**src/uop_tag_regs.svh**
```systemverilog
/*
 * Register offsets, field positions and reset values of the micro-op
 * tagging block. Assumes inclusion by the design file and the bench.
 */
`ifndef UOP_TAG_REGS_SVH
`define UOP_TAG_REGS_SVH

// ****************************************************************
// Register byte offsets
// ****************************************************************
`define OFS_TAG_ENABLE      8'h00
`define OFS_TAG_MATRIX      8'h04
`define OFS_LOAD_PORT_SEL   8'h08
`define OFS_STORE_PORT_SEL  8'h0c
`define OFS_EXEC_SEL        8'h10
`define OFS_UOP_TYPE_SEL    8'h14
`define OFS_CNT_REPLAY      8'h18
`define OFS_CNT_FRONT       8'h1c
`define OFS_CNT_EXEC        8'h20

// ****************************************************************
// Tag enable register bits
// ****************************************************************
`define EN_L1_MISS     0
`define EN_L2_MISS     1
`define EN_TLB_MISS    2
`define EN_ORDER       9
`define EN_SPLIT       10
`define EN_BR_A        15
`define EN_BR_B        16
`define EN_GATE_A      24
`define EN_GATE_B      25

// ****************************************************************
// Matrix register and event-select bits
// ****************************************************************
`define MX_LOAD        0
`define MX_STORE       1
`define MX_BRANCH      4
`define SEL_EVENT_ON   0
`define SEL_PARTIAL    1
`define SEL_UNALIGNED  2
`define SEL_SPLIT      3
`define UT_LOADS       0
`define UT_STORES      1
`define EX_ALL         0
`define EX_MARK_EN     1
`define EX_VALUE_LSB   2
`define EX_CLASS_LSB   4
`define EX_MARK_VALUE  2'h1
`define RST_WORD       32'h0000_0000

`endif

```
**src/uop_tag_pkg.sv**
```systemverilog
/*
 * Types of the micro-op tagging block.
 * Assumes the register header is compiled alongside.
 */
package uop_tag_pkg;

   // Micro-op class as seen at dispatch
   typedef enum logic [2:0] {
      UC_OTHER  = 3'b000,
      UC_LOAD   = 3'b001,
      UC_STORE  = 3'b010,
      UC_BRANCH = 3'b011,
      UC_PSP    = 3'b100,
      UC_SSP    = 3'b101,
      UC_SDP    = 3'b110,
      UC_X87    = 3'b111
   } uop_class_t;

   // Dispatch-side description of one micro-op
   typedef struct packed {
      logic       valid;
      logic [4:0] idx;
      uop_class_t cls;
      logic       io_or_uc;
      logic       locked;
      logic       ret_or_far;
      logic       l1_miss;
      logic       l2_miss;
      logic       tlb_miss;
      logic       ord_replay;
      logic       split;
      logic       mispred;
      logic       fp_stack_fault;
   } uop_info_t;

   // Retire/discard port
   typedef struct packed {
      logic       retire;
      logic       discard;
      logic [4:0] idx;
   } uop_done_t;

   typedef struct packed {
      logic [31:0] enable;
      logic [31:0] matrix;
      logic [31:0] ld_sel;
      logic [31:0] st_sel;
      logic [31:0] ex_sel;
      logic [31:0] ut_sel;
      logic [31:0] cnt_rep;
      logic [31:0] cnt_fe;
      logic [31:0] cnt_ex;
      logic [31:0] tag_rep;
      logic [31:0] tag_fe;
      logic [31:0] tag_ex;
      logic        dphase;
      logic        dwrite;
      logic [7:0]  daddr;
      logic [31:0] rdata;
   } state_t;

endpackage

```
**src/uop_tagging_retire_counter.sv**
```systemverilog
/*
 * Micro-op tagging and at-retirement counting with an AHB-Lite slave.
 * Assumes a core pipeline on clk_sys gives one dispatch and one
 * retire/discard per cycle, indexed into a 32-entry window.
 */
`timescale 1ns/1ps
`include "uop_tag_regs.svh"

module uop_tagging_retire_counter (
   input  wire logic                   clk_sys,
   input  wire logic                   rst,
   input  wire logic                   hsel,
   input  wire logic [31:0]            haddr,
   input  wire logic [1:0]             htrans,
   input  wire logic                   hwrite,
   input  wire logic [2:0]             hsize,
   input  wire logic [31:0]            hwdata,
   input  wire logic                   hready,
   output logic      [31:0]            hrdata,
   output logic                        hreadyout,
   output logic                        hresp,
   input  wire uop_tag_pkg::uop_info_t dispatch,
   input  wire uop_tag_pkg::uop_done_t done,
   output logic                        replay_tagged,
   output logic                        front_tagged,
   output logic                        exec_tagged
);

   uop_tag_pkg::state_t st_ff;
   uop_tag_pkg::state_t nxt_st;

   // Replay tag decision for one dispatched micro-op
   function automatic logic replay_mark(input uop_tag_pkg::state_t s,
                                        input uop_tag_pkg::uop_info_t u);
      logic gate;
      logic ld;
      logic sto;
      logic hit;
      gate = s.enable[`EN_GATE_A] & s.enable[`EN_GATE_B];
      ld   = (u.cls == uop_tag_pkg::UC_LOAD)  & s.matrix[`MX_LOAD];
      sto  = (u.cls == uop_tag_pkg::UC_STORE) & s.matrix[`MX_STORE];
      hit  = 1'b0;
      if ((s.enable[`EN_L1_MISS] & u.l1_miss) | (s.enable[`EN_L2_MISS] & u.l2_miss)) begin
         hit = hit | ld;
      end
      if (s.enable[`EN_TLB_MISS] & u.tlb_miss) begin
         hit = hit | ld | sto;
      end
      if (s.enable[`EN_BR_A] & s.enable[`EN_BR_B] & s.matrix[`MX_BRANCH]
          & (u.cls == uop_tag_pkg::UC_BRANCH) & u.mispred) begin
         hit = 1'b1;
      end
      if (s.enable[`EN_ORDER] & u.ord_replay & ld & s.ld_sel[`SEL_EVENT_ON]
          & s.ld_sel[`SEL_PARTIAL] & s.ld_sel[`SEL_UNALIGNED]) begin
         hit = 1'b1;
      end
      if (s.enable[`EN_SPLIT] & u.split) begin
         hit = hit | (ld & s.ld_sel[`SEL_EVENT_ON] & s.ld_sel[`SEL_SPLIT])
                   | (sto & s.st_sel[`SEL_EVENT_ON] & s.st_sel[`SEL_SPLIT]);
      end
      // Excluded kinds of access never carry a replay tag
      replay_mark = gate & hit & ~u.io_or_uc & ~u.locked & ~u.ret_or_far;
   endfunction

   // Execution class match against the upstream selection
   function automatic logic exec_mark(input uop_tag_pkg::state_t s,
                                      input uop_tag_pkg::uop_info_t u);
      exec_mark = s.ex_sel[`EX_ALL] & s.ex_sel[`EX_MARK_EN]
                  & (s.ex_sel[`EX_VALUE_LSB +: 2] == `EX_MARK_VALUE)
                  & (u.cls == uop_tag_pkg::uop_class_t'(s.ex_sel[`EX_CLASS_LSB +: 3]));
   endfunction

   // Register read mux
   function automatic logic [31:0] reg_read(input uop_tag_pkg::state_t s,
                                            input logic [7:0] a);
      case (a)
         `OFS_TAG_ENABLE:     reg_read = s.enable;
         `OFS_TAG_MATRIX:     reg_read = s.matrix;
         `OFS_LOAD_PORT_SEL:  reg_read = s.ld_sel;
         `OFS_STORE_PORT_SEL: reg_read = s.st_sel;
         `OFS_EXEC_SEL:       reg_read = s.ex_sel;
         `OFS_UOP_TYPE_SEL:   reg_read = s.ut_sel;
         `OFS_CNT_REPLAY:     reg_read = s.cnt_rep;
         `OFS_CNT_FRONT:      reg_read = s.cnt_fe;
         `OFS_CNT_EXEC:       reg_read = s.cnt_ex;
         default:             reg_read = 32'h0000_0000;
      endcase
   endfunction

   logic ret_rep;
   logic ret_fe;
   logic ret_ex;

   // Tag lookups at retirement; discards never count
   always_comb begin
      ret_rep = done.retire & st_ff.tag_rep[done.idx];
      ret_fe  = done.retire & st_ff.tag_fe[done.idx];
      ret_ex  = done.retire & st_ff.tag_ex[done.idx];
   end

   // Next state: bus slave, tag window and counters
   always_comb begin
      logic        fe;
      logic        wr;
      fe = 1'b0;
      wr = st_ff.dphase & st_ff.dwrite;
      nxt_st = st_ff;
      nxt_st.dphase = hsel & htrans[1] & hready;
      if (hsel & htrans[1] & hready) begin
         nxt_st.dwrite = hwrite;
         nxt_st.daddr  = haddr[7:0];
      end
      if (wr) begin
         case (st_ff.daddr)
            `OFS_TAG_ENABLE:     nxt_st.enable = hwdata;
            `OFS_TAG_MATRIX:     nxt_st.matrix = hwdata;
            `OFS_LOAD_PORT_SEL:  nxt_st.ld_sel = hwdata;
            `OFS_STORE_PORT_SEL: nxt_st.st_sel = hwdata;
            `OFS_EXEC_SEL:       nxt_st.ex_sel = hwdata;
            `OFS_UOP_TYPE_SEL:   nxt_st.ut_sel = hwdata;
            `OFS_CNT_REPLAY:     nxt_st.cnt_rep = hwdata;
            `OFS_CNT_FRONT:      nxt_st.cnt_fe = hwdata;
            `OFS_CNT_EXEC:       nxt_st.cnt_ex = hwdata;
            default:             nxt_st.enable = st_ff.enable;
         endcase
      end
      // Read after the landing write, so a back-to-back read sees the new word
      if (hsel & htrans[1] & hready) begin
         nxt_st.rdata = reg_read(nxt_st, haddr[7:0]);
      end
      // Clear first, so a same-index dispatch in this cycle wins
      if (done.retire | done.discard) begin
         nxt_st.tag_rep[done.idx] = 1'b0;
         nxt_st.tag_fe[done.idx]  = 1'b0;
         nxt_st.tag_ex[done.idx]  = 1'b0;
      end
      if (dispatch.valid) begin
         // Loads and stores marked for the front-end count
         fe = ((dispatch.cls == uop_tag_pkg::UC_LOAD) & st_ff.ut_sel[`UT_LOADS])
            | ((dispatch.cls == uop_tag_pkg::UC_STORE) & st_ff.ut_sel[`UT_STORES]);
         // An FP stack fault drops the mark: tolerated undercount
         fe = fe & ~dispatch.fp_stack_fault & ~dispatch.io_or_uc & ~dispatch.locked;
         nxt_st.tag_rep[dispatch.idx] = replay_mark(st_ff, dispatch);
         nxt_st.tag_fe[dispatch.idx]  = fe;
         nxt_st.tag_ex[dispatch.idx]  = exec_mark(st_ff, dispatch);
      end
      // Counters advance only on tagged non-speculative retirements
      if (ret_rep & ~(wr & (st_ff.daddr == `OFS_CNT_REPLAY))) begin
         nxt_st.cnt_rep = st_ff.cnt_rep + 32'h0000_0001;
      end
      if (ret_fe & ~(wr & (st_ff.daddr == `OFS_CNT_FRONT))) begin
         nxt_st.cnt_fe = st_ff.cnt_fe + 32'h0000_0001;
      end
      if (ret_ex & ~(wr & (st_ff.daddr == `OFS_CNT_EXEC))) begin
         nxt_st.cnt_ex = st_ff.cnt_ex + 32'h0000_0001;
      end
   end

   // Single state register
   always_ff @(posedge clk_sys or posedge rst) begin
      if (rst) begin
         st_ff <= '0;
      end else begin
         st_ff <= nxt_st;
      end
   end

   // Zero-wait slave, always OKAY
   always_comb begin
      hrdata        = st_ff.rdata;
      hreadyout     = 1'b1;
      hresp         = 1'b0;
      replay_tagged = ret_rep;
      front_tagged  = ret_fe;
      exec_tagged   = ret_ex;
   end

   // ****************************************************************
   // Checks
   // ****************************************************************
   property p_untagged_no_count;
      @(posedge clk_sys) disable iff (rst)
      (done.retire & ~st_ff.tag_rep[done.idx] & ~st_ff.dphase)
         |=> (st_ff.cnt_rep == $past(st_ff.cnt_rep));
   endproperty
   a_untagged_no_count: assert property (p_untagged_no_count)
      else $error("untagged retire changed replay count");

   property p_excluded_untagged;
      @(posedge clk_sys) disable iff (rst)
      (dispatch.valid & dispatch.locked & ~(done.retire & done.idx == dispatch.idx))
         |=> ~st_ff.tag_rep[$past(dispatch.idx)];
   endproperty
   a_excluded_untagged: assert property (p_excluded_untagged)
      else $error("locked op got a replay tag");

   property p_gate_needed;
      @(posedge clk_sys) disable iff (rst)
      (dispatch.valid & ~st_ff.enable[`EN_GATE_A])
         |=> ~st_ff.tag_rep[$past(dispatch.idx)];
   endproperty
   a_gate_needed: assert property (p_gate_needed)
      else $error("replay tag without gate bits");

   property p_exec_count;
      @(posedge clk_sys) disable iff (rst)
      (ret_ex & ~st_ff.dphase) |=> (st_ff.cnt_ex == $past(st_ff.cnt_ex) + 32'h1);
   endproperty
   a_exec_count: assert property (p_exec_count)
      else $error("exec count missed a tagged retire");

   property p_split_needs_event;
      @(posedge clk_sys) disable iff (rst)
      (dispatch.valid & dispatch.split & ~dispatch.tlb_miss & ~dispatch.l1_miss
       & ~dispatch.l2_miss & ~dispatch.ord_replay & ~dispatch.mispred
       & ~st_ff.ld_sel[`SEL_EVENT_ON] & (dispatch.cls == uop_tag_pkg::UC_LOAD))
         |=> ~st_ff.tag_rep[$past(dispatch.idx)];
   endproperty
   a_split_needs_event: assert property (p_split_needs_event)
      else $error("split load tagged without port event");

   property p_discard_clears;
      @(posedge clk_sys) disable iff (rst)
      (done.discard & ~(dispatch.valid & dispatch.idx == done.idx))
         |=> ~st_ff.tag_ex[$past(done.idx)];
   endproperty
   a_discard_clears: assert property (p_discard_clears)
      else $error("discard left a tag");

   property p_front_load;
      @(posedge clk_sys) disable iff (rst)
      (dispatch.valid & (dispatch.cls == uop_tag_pkg::UC_LOAD) & st_ff.ut_sel[`UT_LOADS]
       & ~dispatch.fp_stack_fault & ~dispatch.io_or_uc & ~dispatch.locked)
         |=> st_ff.tag_fe[$past(dispatch.idx)];
   endproperty
   a_front_load: assert property (p_front_load)
      else $error("load not marked for front-end count");

   property p_exec_value;
      @(posedge clk_sys) disable iff (rst)
      (dispatch.valid & (st_ff.ex_sel[`EX_VALUE_LSB +: 2] != `EX_MARK_VALUE))
         |=> ~st_ff.tag_ex[$past(dispatch.idx)];
   endproperty
   a_exec_value: assert property (p_exec_value)
      else $error("exec tag with wrong mark value");

   property p_io_untagged;
      @(posedge clk_sys) disable iff (rst)
      (dispatch.valid & (dispatch.io_or_uc | dispatch.ret_or_far))
         |=> ~st_ff.tag_rep[$past(dispatch.idx)];
   endproperty
   a_io_untagged: assert property (p_io_untagged)
      else $error("excluded op got a replay tag");

   property p_branch_needs_bits;
      @(posedge clk_sys) disable iff (rst)
      (dispatch.valid & (dispatch.cls == uop_tag_pkg::UC_BRANCH) & ~st_ff.enable[`EN_BR_B])
         |=> ~st_ff.tag_rep[$past(dispatch.idx)];
   endproperty
   a_branch_needs_bits: assert property (p_branch_needs_bits)
      else $error("branch tagged without branch enables");

   property p_order_needs_qual;
      @(posedge clk_sys) disable iff (rst)
      (dispatch.valid & dispatch.ord_replay & ~dispatch.l1_miss & ~dispatch.l2_miss
       & ~dispatch.tlb_miss & ~dispatch.split & ~dispatch.mispred
       & ~st_ff.ld_sel[`SEL_UNALIGNED])
         |=> ~st_ff.tag_rep[$past(dispatch.idx)];
   endproperty
   a_order_needs_qual: assert property (p_order_needs_qual)
      else $error("ordering replay tagged without qualifiers");

   property p_fault_no_front;
      @(posedge clk_sys) disable iff (rst)
      (dispatch.valid & dispatch.fp_stack_fault)
         |=> ~st_ff.tag_fe[$past(dispatch.idx)];
   endproperty
   a_fault_no_front: assert property (p_fault_no_front)
      else $error("front mark kept on stack fault");

   property p_front_store;
      @(posedge clk_sys) disable iff (rst)
      (dispatch.valid & (dispatch.cls == uop_tag_pkg::UC_STORE) & st_ff.ut_sel[`UT_STORES]
       & ~dispatch.fp_stack_fault & ~dispatch.io_or_uc & ~dispatch.locked)
         |=> st_ff.tag_fe[$past(dispatch.idx)];
   endproperty
   a_front_store: assert property (p_front_store)
      else $error("store not marked for front-end count");

   property p_front_count;
      @(posedge clk_sys) disable iff (rst)
      (ret_fe & ~st_ff.dphase) |=> (st_ff.cnt_fe == $past(st_ff.cnt_fe) + 32'h1);
   endproperty
   a_front_count: assert property (p_front_count)
      else $error("front count missed a tagged retire");

   property p_replay_count;
      @(posedge clk_sys) disable iff (rst)
      (ret_rep & ~st_ff.dphase) |=> (st_ff.cnt_rep == $past(st_ff.cnt_rep) + 32'h1);
   endproperty
   a_replay_count: assert property (p_replay_count)
      else $error("replay count missed a tagged retire");

   property p_exec_untagged;
      @(posedge clk_sys) disable iff (rst)
      (done.retire & ~st_ff.tag_ex[done.idx] & ~st_ff.dphase)
         |=> (st_ff.cnt_ex == $past(st_ff.cnt_ex));
   endproperty
   a_exec_untagged: assert property (p_exec_untagged)
      else $error("untagged retire changed exec count");

endmodule

```
**config.mk**
```make
export PLATFORM = sky130hd
export DESIGN_NAME = uop_tagging_retire_counter
export DESIGN_NICKNAME = d
export VERILOG_FILES = /design/src/uop_tag_pkg.sv /design/src/uop_tagging_retire_counter.sv
export VERILOG_INCLUDE_DIRS = /design/src
export SDC_FILE = /design/constraint.sdc
export NUM_CORES = 1
export LEC_CHECK = 0
export ABC_AREA = 1
export BUFFER_PORTS_ARGS = -buffer_cell sky130_fd_sc_hd__buf_2
export CORE_MARGIN = 2
export CORE_UTILIZATION = 44
export DETAILED_ROUTE_END_ITERATION = 6
export SLEW_MARGIN = 20
export SYNTH_ARGS = -nofsm -noshare
export SYNTH_HDL_FRONTEND = slang
export SYNTH_SLANG_ARGS = --single-unit
```
**constraint.sdc**
```tcl
create_clock -name clk_sys -period 26.3 [get_ports clk_sys]
set_input_delay 5.26 -clock clk_sys [delete_from_list [all_inputs] [get_ports clk_sys]]
set_output_delay 5.26 -clock clk_sys [all_outputs]
set_load 0.05 [all_outputs]
```
==> results list <==
- Outcome: complete, no violations
- Number of synthesized flops with an enable pin: 0
* Combined area of all synthesized cells: 26600 µm²
- The setup path with the least slack is of type in2out.
- Counting every instance in the synthesized netlist gives 3916.
- Leakage dissipation: 15.0 nW
* Placed Cells: 4630
- Fin Setup TNS: 0 ps
- For this run, the leading register cell type out of synthesis is sky130_fd_sc_hd__dfrtp_1.
- In this run, post-CTS repair resized a total of 0 instances.
* Overflow after GRT: 0
* Count of input and output buffers: 106
- Violation count after the first detailed-route iteration: 2325
- The clock arrives with 26.7 ps of skew.
* P per Cell Area: 53.9 nW/µm²
- Max Slew Vio Count: 0
- Layout overhead on the synthesized area: 9.08%
* Number of buffers inserted to repair setup after CTS: 0
- The number of hold-slack violations in the final timing report was 0.
- In this run the vertical extent of the chip is 250 µm.
- Number of distinct library cells after synthesis: 36
- Leading post-synthesis cells by cell area: sky130_fd_sc_hd__dfrtp_1 40%, sky130_fd_sc_hd__nand2_1 18%, sky130_fd_sc_hd__nand3_1 13%, sky130_fd_sc_hd__and2_1 6.0%, sky130_fd_sc_hd__inv_1 5.6%
- Number of antenna violations at the first check in global routing: 0
- Async set or reset register ratio after synthesis: 1.00
* Period utilisation layout: 0.493
- The slowest stage of the critical path is the sky130_fd_sc_hd__nor2_4 cell.
* Cell repeated most along the worst path: sky130_fd_sc_hd__nand2_1
- In this run the number of H-tree levels came out at 2.
* Net count after synthesis: 4019
- Vias per inst: 5.40
- At the end of the flow, the number of nets in the layout was 4003.
- Antenna Nets Post-Route: 0
- Along the worst path, the maximum fanout reaches 28.
- In this run, synthesis produced a sequential element count of 426.
- The first detailed-routing pass took 5 iterations.
- Path category of the worst min-delay check: reg2reg
* Worst vdd ir: 0.0000479 V
- Data arrival time at the worst-slack endpoint: 7690 ps
- Once detailed placement completed, the half-perimeter wirelength came to 63.4 mm.
- In this run the horizontal extent of the chip is 250 µm.
- Hold buffer count at CTS: 0
* Share of layout cells above drive strength 1: 0.0722
* Finish-stage setup viols: 0
- Worst slew margin relative to its limit: 0.241
- The largest total area in the synthesized netlist belongs to sky130_fd_sc_hd__dfrtp_1.
- Slew at the pin closest to its max-slew limit: 1140 ps
- The smallest clock period supported by the final layout is computed as 12950 ps.
- The via count of the first global-routing pass is 24400.
- After the flow finishes, the layout carries non-filler instances totaling 4716.
- For the worst-skew pair, the clock arrives at the later sink with an insertion delay of 610 ps.
- Global-route wire length before repair: 146 mm
* Std cell rows: 90
* Vias after detailed routing: 25500
- After filler insertion, the fill cell instance count of the layout stands at 6169.
- During synthesis, Yosys emitted a total of 0 warnings.
- RePlAce Congestion: 0.934
* Clock Root Buffer: sky130_fd_sc_hd__clkbuf_16
- Drt total wl: 94.8 mm
* Effective utilization at floorplan: 0.442
- At the worst endpoint, the required time is 21040 ps.
- The share of the Yosys chip area taken by registers is 0.402.
- Global-route usage over all layers: 0.303
* Post-Synthesis Mean Instance Area: 6.78 µm²
* Delay of the slowest critical-path stage: 550 ps
- The critical path goes through buf_2 -> inv_4 -> nor2_4 -> nand2_1 -> nand4_1 -> nand2_1 -> nand2_1 -> nor2_2 -> a21boi_1 -> buf_2.
- Clock sink total: 426
* Largest net degree at the start of global routing: 146
- Antenna cells: 0
- TritonCTS built the clock tree.
- Buffers inserted during clock tree synthesis total 50.
- Floorplan core area: 60000 µm²
* Number of top-level pins: 137
- Unrepaired setup endpoints after global routing: no
- The share of synthesized area in the top cell type comes to 0.402.
- For this run, design rule violations remaining after detail routing come to 0.
- Average wire length per cell after detail routing: 20.1 µm
* Highest clock frequency the design can meet: 0.0772 GHz
* CTS clk-pin slew, worst paths: 50 ps
- STA classifies the critical path startpoint as an input pin.
- Number of max-cap violations: 0
* Die area: 62300 µm²
- Type of element capturing the critical path: primary output
- No sink is reached through more buffers than the 3 on the longest clock path.
-- sequential cells by signal (all words and copies together), names as in the netlist --
name / flops
hrdata: 32
st_ff: 394
-- metal layers --
layer  GRT usage  share of wire  vias to the layer above
li1            -              -                    12400
met2       0.481           0.45                      941
met4       0.180          0.065                        0
met5           0              0                        -
met1       0.394           0.42                    11900
met3      0.0432          0.063                      249
-- final cells by class --
type / count / area (µm²) / share of cell area
sequential: 426 / 10700 / 0.368
timing repair buffer: 140 / 801 / 0.0277
tap: 782 / 978 / 0.0338
multi-input combinational: 2860 / 13300 / 0.461
clock inverter: 9 / 70.1 / 0.00242
inverter: 422 / 1590 / 0.0550
clock buffer: 77 / 1520 / 0.0523
-- through the flow --
stage          power [mW]  hold slack, ps  instance area (µm²)   util  setup WS [ps]
5_1_grt              1.62             479                29000  0.483          13210
3_3_place_gp        0.881             449                27400  0.456          13340
2_1_floorplan       0.830             437                26600      -           9180
3_5_place_dp        0.883             456                27400  0.456          13370
6_report             1.56             466                29000  0.483          13350
4_1_cts              1.57             468                29000  0.483          13370
-- critical path: cells and delay by family --
family,cells,cell delay [ps]
buf+inv,3,1130
compound gates,1,240
simple gates,6,1030
-- path summary, 6_finish.rpt --
path,startpoint,to,slack [ps],cells after the start
worst min-delay path,st_ff[289],st_ff[289],470,2
worst max register to register,st_ff[39],hrdata[18],22510,10
min in group asynchronous,rst,st_ff[192],4760,2
worst min register to register,st_ff[289],st_ff[289],470,2
max in group asynchronous,rst,st_ff[289],19450,4
worst max-delay path,done[1],exec_tagged,13350,10
-- cell usage in the layout, fill, tap and decap left out, types with 48 or more instances in the layout --
| master | instances |
|---|---|
| sky130_fd_sc_hd__and2_1 | 256 |
| sky130_fd_sc_hd__buf_2 | 105 |
| sky130_fd_sc_hd__clkbuf_16 | 52 |
| sky130_fd_sc_hd__dfrtp_1 | 426 |
| sky130_fd_sc_hd__inv_1 | 395 |
| sky130_fd_sc_hd__nand2_1 | 1289 |
| sky130_fd_sc_hd__nand3_1 | 694 |
| sky130_fd_sc_hd__nand4_1 | 131 |
| sky130_fd_sc_hd__nor2_1 | 211 |
| sky130_fd_sc_hd__nor3_1 | 61 |
| sky130_fd_sc_hd__xor2_1 | 48 |
-- where the power goes --
part	switching, mW	leakage [nW]	total (mW)	internal [mW]
Clock	0.294	0.785	0.688	0.394
Combinational	0.117	8.47	0.163	0.0459
Sequential	0.0189	5.76	0.712	0.693
-- cells in the mapped netlist, types with 7 or more instances --
| master | number |
|---|---|
| sky130_fd_sc_hd__dfrtp_1 | 426 |
| sky130_fd_sc_hd__and2_1 | 256 |
| sky130_fd_sc_hd__nor2_1 | 225 |
| sky130_fd_sc_hd__nor3_1 | 61 |
| sky130_fd_sc_hd__inv_2 | 18 |
| sky130_fd_sc_hd__buf_2 | 68 |
| sky130_fd_sc_hd__xor2_1 | 48 |
| sky130_fd_sc_hd__nand3_1 | 696 |
| sky130_fd_sc_hd__clkinv_1 | 7 |
| sky130_fd_sc_hd__inv_1 | 396 |
| sky130_fd_sc_hd__buf_4 | 48 |
| sky130_fd_sc_hd__nand4_1 | 131 |
| sky130_fd_sc_hd__a21oi_1 | 31 |
| sky130_fd_sc_hd__nand2_1 | 1291 |
| sky130_fd_sc_hd__nor3_2 | 9 |
| sky130_fd_sc_hd__o21ai_0 | 32 |
| sky130_fd_sc_hd__o21ai_1 | 43 |
| sky130_fd_sc_hd__clkbuf_1 | 84 |
| sky130_fd_sc_hd__nor2_2 | 10 |
-- logic make-up after synthesis --
family                   count (synthesis)  synth area share
AND/OR/NAND/NOR                       2695             0.459
buffers and inverters                  630             0.100
flip-flops                             426             0.402
AO/OA/AOI/OAI                          112            0.0216
XOR/XNOR                                48            0.0158
adder cells (fa/ha/maj)                  3           0.00141
other                                    2          0.000283
(Power assumes the default switching activity.)
